File: config.mk
export PLATFORM = sky130hd
export DESIGN_NAME = sspk_top
export DESIGN_NICKNAME = d
export VERILOG_FILES = /design/src/sspk_pkg.sv /design/src/sspk_in_if.sv /design/src/sspk_sync.sv /design/src/sspk_ack.sv /design/src/sspk_top.sv
export VERILOG_INCLUDE_DIRS = /design/src
export SDC_FILE = /design/constraint.sdc
export NUM_CORES = 1
export LEC_CHECK = 0
export BUFFER_PORTS_ARGS = -buffer_cell sky130_fd_sc_hd__buf_4
export CELL_PAD_IN_SITES_DETAIL_PLACEMENT = 1
export CELL_PAD_IN_SITES_GLOBAL_PLACEMENT = 2
export CORE_ASPECT_RATIO = 1.4
export CORE_MARGIN = 3
export CORE_UTILIZATION = 28
export DETAILED_ROUTE_END_ITERATION = 8
export PLACE_DENSITY_LB_ADDON = 0.25
export SLEW_MARGIN = 10
export SYNTH_ARGS = -nofsm -noshare
export SYNTH_HDL_FRONTEND = slang
export SYNTH_SLANG_ARGS = --single-unit
File: constraint.sdc
create_clock -name MCLK -period 2.4 [get_ports MCLK]
set_input_delay 0.48 -clock MCLK [delete_from_list [all_inputs] [get_ports MCLK]]
set_output_delay 0.48 -clock MCLK [all_outputs]
set_load 0.005 [all_outputs]
File: src/sspk_defs.svh
// Constants of the safety status word packer
`ifndef SSPK_DEFS_SVH
`define SSPK_DEFS_SVH
`define SSPK_ADR_CTRL 8'h00
`define SSPK_ADR_FUNC 8'h04
`define SSPK_ADR_STAT 8'h08
`define SSPK_ADR_POS 8'h0c
`define SSPK_ADR_IRQ_STAT 8'h10
`define SSPK_ADR_IRQ_CLR 8'h14
`define SSPK_ADR_IRQ_EN 8'h18
`define SSPK_ADR_INPUTS 8'h1c
`define SSPK_BIT_FAULT 7
`define SSPK_BIT_LS0 8
`define SSPK_BIT_STOP1 12
`define SSPK_BIT_STOP2 13
`define SSPK_BIT_SPARE 14
`define SSPK_BIT_ACK_ECHO 15
`define SSPK_CW_ACK_BIT 7
`define SSPK_POS_LSB 10
`define SSPK_POS_MSB 26
`define SSPK_POS_STEP_NM 102400
`define SSPK_POS_RANGE_NM 64'd6710886400
`define SSPK_FAULT_RST 1'b1
`define SSPK_CTRL_RST 16'h0080
`define SSPK_STATUS_RST 16'h0080
`define SSPK_IRQ_EN_RST 8'h00
`define SSPK_FUNC_RST 8'h00
`endif

File: src/sspk_pkg.sv
// Types of the safety status word packer
package sspk_pkg;
  typedef enum logic [1:0] {
    SSPK_IDLE = 2'b00,
    SSPK_ACK = 2'b01
  } sspk_bus_st_t;
  typedef logic [15:0] sspk_word_t;
  typedef struct packed {
    logic stop_two;
    logic stop_one;
    logic [3:0] limited_speed;
  } sspk_func_t;
endpackage

File: src/sspk_in_if.sv
// Synchronised safe input channels between modules
`timescale 1ns/1ps
interface sspk_in_if #(parameter int N = 4);
  logic [N-1:0] raw;
  logic [N-1:0] level;
  logic [N-1:0] change;
  modport filt(input raw, output level, output change);
  modport user(output raw, input level, input change);
endinterface

File: src/sspk_sync.sv
// Three-stage synchroniser for safe input channels
`timescale 1ns/1ps
module sspk_sync #(
  parameter int N = 4
) (
  input wire logic clk,
  input wire logic rst_n,
  sspk_in_if.filt io
);
  logic [N-1:0] s1_ff;
  logic [N-1:0] s2_ff;
  logic [N-1:0] s3_ff;
  logic [N-1:0] lvl_ff;
  logic [N-1:0] chg_ff;
  wire [N-1:0] agree = ~(s2_ff ^ s3_ff);
  wire [N-1:0] nxt_lvl = (agree & s3_ff) | (~agree & lvl_ff);
  always_ff @(posedge clk) begin
    if (!rst_n) begin
      s1_ff <= '0;
      s2_ff <= '0;
      s3_ff <= '0;
      lvl_ff <= '0;
      chg_ff <= '0;
    end else begin
      s1_ff <= io.raw;
      s2_ff <= s1_ff;
      s3_ff <= s2_ff;
      lvl_ff <= nxt_lvl;
      chg_ff <= nxt_lvl ^ lvl_ff;
    end
  end
  assign io.level = lvl_ff;
  assign io.change = chg_ff;
endmodule

File: src/sspk_ack.sv
// Fault acknowledge edge detector and status echo
`timescale 1ns/1ps
`include "sspk_defs.svh"
module sspk_ack (
  input wire logic clk,
  input wire logic rst_n,
  input wire logic ack_req,
  output logic ack_echo,
  output logic ack_fall
);
  logic req_ff;
  always_ff @(posedge clk) begin
    if (!rst_n) begin
      req_ff <= 1'b1;
    end else begin
      req_ff <= ack_req;
    end
  end
  assign ack_fall = req_ff & ~ack_req;
  assign ack_echo = req_ff;
endmodule

File: src/sspk_top.sv
// Safety status word packer with Wishbone register access
//
// Behaviour
// - Bit 8 clears whenever speed limit zero is inactive.
// - Bit 9 follows speed limit one like bit 8.
// - Bit 10 follows speed limit two like bit 8.
// - Bit 11 follows speed limit three like bit 8.
// - Bit 12 shows controlled stop then torque off is active.
// - Bit 13 shows controlled stop then hold is active.
// - Bit 15 echoes processed fault acknowledge request bit 7.
// - Transmitted position is sixteen bits of safe position from bit 10.
// - One step of transmitted position is 0.1024 mm.
// - Two safe inputs, each sampled as channels A and B.
// - Bit 8 set while speed limit zero is active from any demand.
// - Falling edge on control bit 7 acknowledges the group fault.
// - Fault bit 7 is set at startup until acknowledged.
`timescale 1ns/1ps
`include "sspk_defs.svh"
module sspk_top
  import sspk_pkg::*;
(
  input wire logic MCLK,
  input wire logic RST_N,
  input wire logic [7:0] WB_ADR_I,
  input wire logic [31:0] WB_DAT_I,
  input wire logic [3:0] WB_SEL_I,
  input wire logic WB_WE_I,
  input wire logic WB_CYC_I,
  input wire logic WB_STB_I,
  output logic [31:0] WB_DAT_O,
  output logic WB_ACK_O,
  output logic WB_ERR_O,
  input wire logic [31:0] SAFE_POS_I,
  input wire logic [3:0] LIMITED_SPEED_ACTIVE_I,
  input wire logic STOP_ONE_ACTIVE_I,
  input wire logic STOP_TWO_ACTIVE_I,
  input wire logic FAULT_PRESENT_I,
  input wire logic SAFE_INPUT_1_CHAN_A,
  input wire logic SAFE_INPUT_1_CHAN_B,
  input wire logic SAFE_INPUT_2_CHAN_A,
  input wire logic SAFE_INPUT_2_CHAN_B,
  output logic [15:0] STATUS_WORD,
  output logic [15:0] TX_POS,
  output logic FAULT_ACK_PULSE,
  output logic IRQ
);
  localparam int POS_W = `SSPK_POS_MSB - `SSPK_POS_LSB;
  if (POS_W != 16) begin
    $error("Position slice must be sixteen bits");
  end

  // Bus state
  sspk_bus_st_t st_ff;
  sspk_bus_st_t nxt_st;
  logic [31:0] rdat_ff;
  logic err_ff;
  logic [15:0] ctrl_ff;
  sspk_func_t func_ff;
  logic fault_ff;
  logic [7:0] irq_stat_ff;
  logic [7:0] irq_en_ff;
  sspk_word_t status_ff;
  logic [15:0] pos_ff;
  logic [3:0] in_prev_ff;

  // Safe inputs, two channels each
  sspk_in_if #(.N(4)) in_if();
  assign in_if.raw = {SAFE_INPUT_2_CHAN_B, SAFE_INPUT_2_CHAN_A,
                      SAFE_INPUT_1_CHAN_B, SAFE_INPUT_1_CHAN_A};
  sspk_sync #(.N(4)) u_sync (
    .clk(MCLK),
    .rst_n(RST_N),
    .io(in_if.filt)
  );

  wire ack_echo;
  wire ack_fall;
  sspk_ack u_ack (
    .clk(MCLK),
    .rst_n(RST_N),
    .ack_req(ctrl_ff[`SSPK_CW_ACK_BIT]),
    .ack_echo(ack_echo),
    .ack_fall(ack_fall)
  );

  // Bus decode
  wire req = WB_CYC_I & WB_STB_I & (st_ff == SSPK_IDLE);
  wire wr = req & WB_WE_I;
  wire a_ctrl = WB_ADR_I == `SSPK_ADR_CTRL;
  wire a_func = WB_ADR_I == `SSPK_ADR_FUNC;
  wire a_stat = WB_ADR_I == `SSPK_ADR_STAT;
  wire a_pos = WB_ADR_I == `SSPK_ADR_POS;
  wire a_istat = WB_ADR_I == `SSPK_ADR_IRQ_STAT;
  wire a_iclr = WB_ADR_I == `SSPK_ADR_IRQ_CLR;
  wire a_ien = WB_ADR_I == `SSPK_ADR_IRQ_EN;
  wire a_in = WB_ADR_I == `SSPK_ADR_INPUTS;
  wire mapped = a_ctrl | a_func | a_stat | a_pos | a_istat | a_iclr |
                a_ien | a_in;
  wire [15:0] ctrl_wm = {{8{WB_SEL_I[1]}}, {8{WB_SEL_I[0]}}};
  wire [15:0] nxt_ctrl = (wr & a_ctrl) ?
                         ((ctrl_ff & ~ctrl_wm) | (WB_DAT_I[15:0] & ctrl_wm))
                         : ctrl_ff;
  wire func_we = wr & a_func & WB_SEL_I[0];
  wire [5:0] nxt_func = func_we ? WB_DAT_I[5:0] : func_ff;
  wire iclr_we = wr & a_iclr & WB_SEL_I[0];
  wire ien_we = wr & a_ien & WB_SEL_I[0];

  // Safety functions: process demand or software demand
  wire [3:0] ls_act = LIMITED_SPEED_ACTIVE_I | func_ff.limited_speed;
  wire stop1_act = STOP_ONE_ACTIVE_I | func_ff.stop_one;
  wire stop2_act = STOP_TWO_ACTIVE_I | func_ff.stop_two;
  // Fault stays set until acknowledged; new fault wins
  wire nxt_fault = FAULT_PRESENT_I | (fault_ff & ~ack_fall);

  sspk_word_t nxt_status;
  always_comb begin
    nxt_status = '0;
    nxt_status[`SSPK_BIT_FAULT] = fault_ff;
    for (int i = 0; i < 4; i++) begin
      nxt_status[`SSPK_BIT_LS0 + i] = ls_act[i];
    end
    nxt_status[`SSPK_BIT_STOP1] = stop1_act;
    nxt_status[`SSPK_BIT_STOP2] = stop2_act;
    nxt_status[`SSPK_BIT_SPARE] = 1'b0;
    nxt_status[`SSPK_BIT_ACK_ECHO] = ack_echo;
  end

  // Slice of safe position; LSB weight 0.1024 mm
  wire [15:0] nxt_pos = SAFE_POS_I[`SSPK_POS_LSB +: 16];

  // Events: fault set, acknowledge, stop activations, input changes
  wire [7:0] ev;
  assign ev[0] = nxt_fault & ~fault_ff;
  assign ev[1] = ack_fall;
  assign ev[2] = stop1_act & ~status_ff[`SSPK_BIT_STOP1];
  assign ev[3] = stop2_act & ~status_ff[`SSPK_BIT_STOP2];
  assign ev[7:4] = in_if.change;
  wire [7:0] clr_m = iclr_we ? WB_DAT_I[7:0] : 8'h00;
  wire [7:0] nxt_istat = ev | (irq_stat_ff & ~clr_m);
  wire [7:0] nxt_ien = ien_we ? WB_DAT_I[7:0] : irq_en_ff;

  logic [31:0] rmux;
  always_comb begin
    rmux = 32'h0000_0000;
    if (a_ctrl) begin
      rmux = {16'h0000, ctrl_ff};
    end else if (a_func) begin
      rmux = {26'h000_0000, func_ff};
    end else if (a_stat) begin
      rmux = {16'h0000, status_ff};
    end else if (a_pos) begin
      rmux = {16'h0000, pos_ff};
    end else if (a_istat) begin
      rmux = {24'h00_0000, irq_stat_ff};
    end else if (a_ien) begin
      rmux = {24'h00_0000, irq_en_ff};
    end else if (a_in) begin
      rmux = {28'h000_0000, in_if.level};
    end
  end

  always_comb begin
    case (st_ff)
      SSPK_IDLE: nxt_st = req ? SSPK_ACK : SSPK_IDLE;
      SSPK_ACK: nxt_st = SSPK_IDLE;
      default: nxt_st = SSPK_IDLE;
    endcase
  end

  always_ff @(posedge MCLK) begin
    if (!RST_N) begin
      st_ff <= SSPK_IDLE;
      rdat_ff <= 32'h0000_0000;
      err_ff <= 1'b0;
      ctrl_ff <= `SSPK_CTRL_RST;
      func_ff <= '0;
      fault_ff <= `SSPK_FAULT_RST;
      irq_stat_ff <= 8'h00;
      irq_en_ff <= `SSPK_IRQ_EN_RST;
      status_ff <= `SSPK_STATUS_RST;
      pos_ff <= 16'h0000;
    end else begin
      st_ff <= nxt_st;
      if (req) begin
        rdat_ff <= WB_WE_I ? 32'h0000_0000 : rmux;
        err_ff <= ~mapped;
      end
      ctrl_ff <= nxt_ctrl;
      func_ff <= nxt_func;
      fault_ff <= nxt_fault;
      irq_stat_ff <= nxt_istat;
      irq_en_ff <= nxt_ien;
      status_ff <= nxt_status;
      pos_ff <= nxt_pos;
    end
  end

  assign WB_ACK_O = (st_ff == SSPK_ACK) & ~err_ff;
  assign WB_ERR_O = (st_ff == SSPK_ACK) & err_ff;
  assign WB_DAT_O = rdat_ff;
  assign STATUS_WORD = status_ff;
  assign TX_POS = pos_ff;
  assign FAULT_ACK_PULSE = ack_fall;
  assign IRQ = |(irq_stat_ff & irq_en_ff);
endmodule

==> metrics.log <==
INFO  metric timing.critical_path.from_type = input port
INFO  metric finalWorstPathRequiredPeriod = ~1900 ps
INFO  metric normalized_max_slew_margin = 55.3%
INFO  metric clk_pin_slew_worst_paths = about 70 ps
INFO  metric placementRows = between 50 and 60
INFO  metric timing.final.setup_violations = 0
INFO  metric dp_hpwl = 10.3 mm
INFO  metric design.die.area = about 17000 µm²
INFO  metric drt_iter0_markers = 198
INFO  metric drc = 0
INFO  metric detailedPlace.worstSlack = roughly 140 ps
INFO  metric worst_hold_startpoint = WB_DAT_I[6]
INFO  metric worst-r2r-setup-slack = 610 ps
INFO  metric worstPathRequired = 2630 ps
INFO  metric flow.area_growth_from_synthesis = 30.6%
INFO  metric drt_pass1_iterations = 4
INFO  metric worst_setup_path_end_kind = flip-flop
INFO  metric tritoncts = built
INFO  metric ir_worst_vdd = between 0.0004 and 0.0005 V
INFO  metric max_freq = around 530 MHz
INFO  metric antenna-diode-count = 0
INFO  metric crit_family = simple AND/OR/NAND/NOR gates
INFO  metric maximum_number_of_pins_on_one_net_before_global_route_repair = 53
INFO  metric antenna_found_initial = 0
INFO  metric synth.avg_cell_area = ~9.4 µm²
INFO  metric mappedNetlistArea = 4200 µm²
INFO  metric route.detailed.vias_per_inst = around 4.8
INFO  metric grt_first_pass_wirelength = slightly above 20 mm
INFO  metric synth_cell_type_count = between 40 and 50
INFO  metric crit_chain = buf_4 > or4_4 > or4_1 > buf_4 > mux2i_1 > nor2_1
INFO  metric synth-seq-area-share = approximately 50%
INFO  metric fin_worst_skew = between 5 and 6 ps
INFO  metric r2r_end = irq_en_ff[1]
INFO  metric post_cts_resize_count = 0
INFO  metric global_placer_s_final_weighted_congestion = a little over 0.8
INFO  metric whs_path_depth = 2
INFO  metric tritoncts.num_buffers = 9
INFO  metric cts-root-to-sink-buffers = 2
INFO  metric path_buf_inv = 2
INFO  metric synth_xor_xnor_area_share = 0%
INFO  metric crit-reg2reg-launch = st_ff[0]
INFO  metric ys_seq_elements = 102
INFO  metric post_route_cells_drive_above_1_share = between 20% and 30%
INFO  metric ios = between 150 and 200
INFO  metric asyncSetResetFlopFracSynth = 0%
INFO  metric cts.sink_count = 102
INFO  metric timing.final.hold_violations = 0
INFO  metric critPathArrivalTime = ~2100 ps
INFO  metric grt_pass1_vias = roughly 3600
INFO  metric fin_ws = between 500 and 600 ps
INFO  metric grt.overflow.total = 0
INFO  metric netlist_instances = roughly 450
INFO  metric clkLatencyLatePin = 350 ps
INFO  metric core = between 10000 and 15000 µm²
INFO  metric synth_top_family_by_area = simple AND/OR/NAND/NOR gates
INFO  metric wl_per_cell = roughly 18 µm
INFO  metric flip_flop_cell_with_the_highest_count_after_synthesis = sky130_fd_sc_hd__dfxtp_1
INFO  metric postCtsSetupRepairBufs = 0
INFO  metric timing.critical_path.mode_cell = sky130_fd_sc_hd__buf_4
INFO  metric worst_pin_slew = around 670 ps
INFO  metric htree_num_levels = 3
INFO  metric crit_path_max_fanout = 8
INFO  metric compound_gate_fraction_of_synth_area = approximately 14%
INFO  metric routed_wl = ~13 mm
INFO  metric synthAdderAreaFrac = 0%
INFO  metric synth-simple-area-share = between 10% and 20%
INFO  metric fp.dieW = about 110 µm
INFO  metric fin_tns_setup = 0 ps
INFO  metric start_util = between 20% and 30%
INFO  metric leading_cell_type_in_the_layout_fill_and_taps_excluded = sky130_fd_sc_hd__buf_4
INFO  metric power.density_cell_area = roughly 700 nW/µm²
INFO  metric num-fill-cells = between 1500 and 2000
INFO  metric timing.final.max_slew_violations = 0
INFO  metric route.antenna.remaining_nets = 0
INFO  metric min_period_over_period = 78.7%
INFO  metric worstHoldPathType = in -> reg
INFO  metric criticalPathCategory = in -> reg
INFO  metric final_net_count = 641
INFO  metric place.port_buffers = approximately 100
INFO  metric cts_hold_buf = 0
INFO  metric most-common-layout-cells = 112 x sky130_fd_sc_hd__buf_4, 102 x sky130_fd_sc_hd__dfxtp_1, 70 x sky130_fd_sc_hd__nor2_1, 46 x sky130_fd_sc_hd__mux2i_1, 31 x sky130_fd_sc_hd__and2_1
INFO  metric global_route.usage.total = ~17%
INFO  metric r2r_cells = 5
INFO  metric dieHeight = about 150 µm
INFO  metric number_of_vias_after_detailed_routing = between 3000 and 4000
INFO  metric cap_viol_max_count = 0
INFO  metric cellLeakagePower = ~2.5 nW
INFO  metric cpPeakStageDelay = 580 ps
INFO  metric clock-root-buffer = sky130_fd_sc_hd__clkbuf_16
INFO  metric unrepaired_setup_endpoints_after_global_routing = no
INFO  metric synth-warning-count = 0
INFO  metric crit_slowest_cell = sky130_fd_sc_hd__or4_4
INFO  metric synth.area.mux_share = between 10% and 20%
INFO  metric run_status = complete, no violations
INFO  metric hold-path-endpoint = irq_stat_ff[6]
INFO  metric number_of_flops_mapped_to_enable_cells_by_yosys = 0
-- worst register-to-register path: cells and delay by family (launching register included) --
| family | cells | cell delay (ps) |
|---|---|---|
| muxes | 1 | 160 |
| DFF | 1 | 330 |
| and+or+nand+nor | 3 | 980 |
| buffers and inverters | 1 | 200 |
-- area by class of cell --
class | instances | area (µm²) | area share, %
well taps | 189 | 236 | 4.32
repair buffers | 113 | 861 | 15.7
clock inverters | 6 | 134 | 2.44
clock buffers | 10 | 229 | 4.18
inverters | 12 | 45.0 | 0.822
flip-flops and latches | 102 | 2040 | 37.3
multi-input cells | 311 | 1930 | 35.3
-- per-stage QoR --
step           power [W]  area [µm²]  hold WS [ps]  util (%)  std cells
2_1_floorplan    0.00195        4280           412         -        470
5_1_grt          0.00398        5480           326      37.6        743
3_5_place_dp     0.00210        5120           422      35.1        727
3_3_place_gp     0.00210        5120           416      35.1        727
4_1_cts          0.00389        5480           319      37.6        743
6_report         0.00384        5480           331      37.6        743
-- synthesized netlist by cell type, types with 8 or more instances --
library cell                  n  share of area, %
sky130_fd_sc_hd__dfxtp_1    102                49
sky130_fd_sc_hd__nor2_1      70               6.3
sky130_fd_sc_hd__mux2i_1     46                11
sky130_fd_sc_hd__and2_1      31               4.6
sky130_fd_sc_hd__buf_4       25               4.5
sky130_fd_sc_hd__o21ai_0     20               2.4
sky130_fd_sc_hd__clkbuf_1    18               1.6
sky130_fd_sc_hd__nand2_1     15               1.3
sky130_fd_sc_hd__a21oi_1     14               1.7
sky130_fd_sc_hd__a22oi_1     12               2.1
sky130_fd_sc_hd__inv_1       12               1.1
sky130_fd_sc_hd__o2bb2ai_1   10               2.1
sky130_fd_sc_hd__nand2b_1     8               1.2
-- metal layers --
layer / up-vias / track usage [%] / wire, µm
li1: 1720 / - / -
met2: 92 / 31.0 / 7280
met5: - / 0 / 0
met3: 17 / 2.94 / 726
met1: 1722 / 18.4 / 5100
met4: 0 / 7.86 / 382
-- kinds of logic after synthesis --
| group | Yosys count |
|---|---|
| other | 1 |
| buffers and inverters | 57 |
| AO/OA/AOI/OAI | 87 |
| multiplexers | 46 |
| AND/OR/NAND/NOR | 154 |
| flip-flops | 102 |
-- how the worst max path moves through the flow --
stage	startpoint	end	slack, ps	depth (start not counted)
3_5_place_dp	WB_ADR_I[1]	irq_en_ff[0]	140	6
6_report	WB_ADR_I[1]	irq_en_ff[1]	510	6
2_1_floorplan	WB_ADR_I[1]	irq_en_ff[0]	380	5
4_1_cts	WB_ADR_I[1]	irq_en_ff[5]	510	6
3_3_place_gp	WB_ADR_I[1]	irq_en_ff[0]	180	6
5_1_grt	WB_ADR_I[1]	irq_en_ff[5]	450	6
-- report_power, final --
| group | switching, W | internal, W |
|---|---|---|
| Clock | 0.000653 | 0.00113 |
| Combinational | 0.000157 | 0.000143 |
| Sequential | 0.0000288 | 0.00173 |
Power figures use the tool's default switching activity.
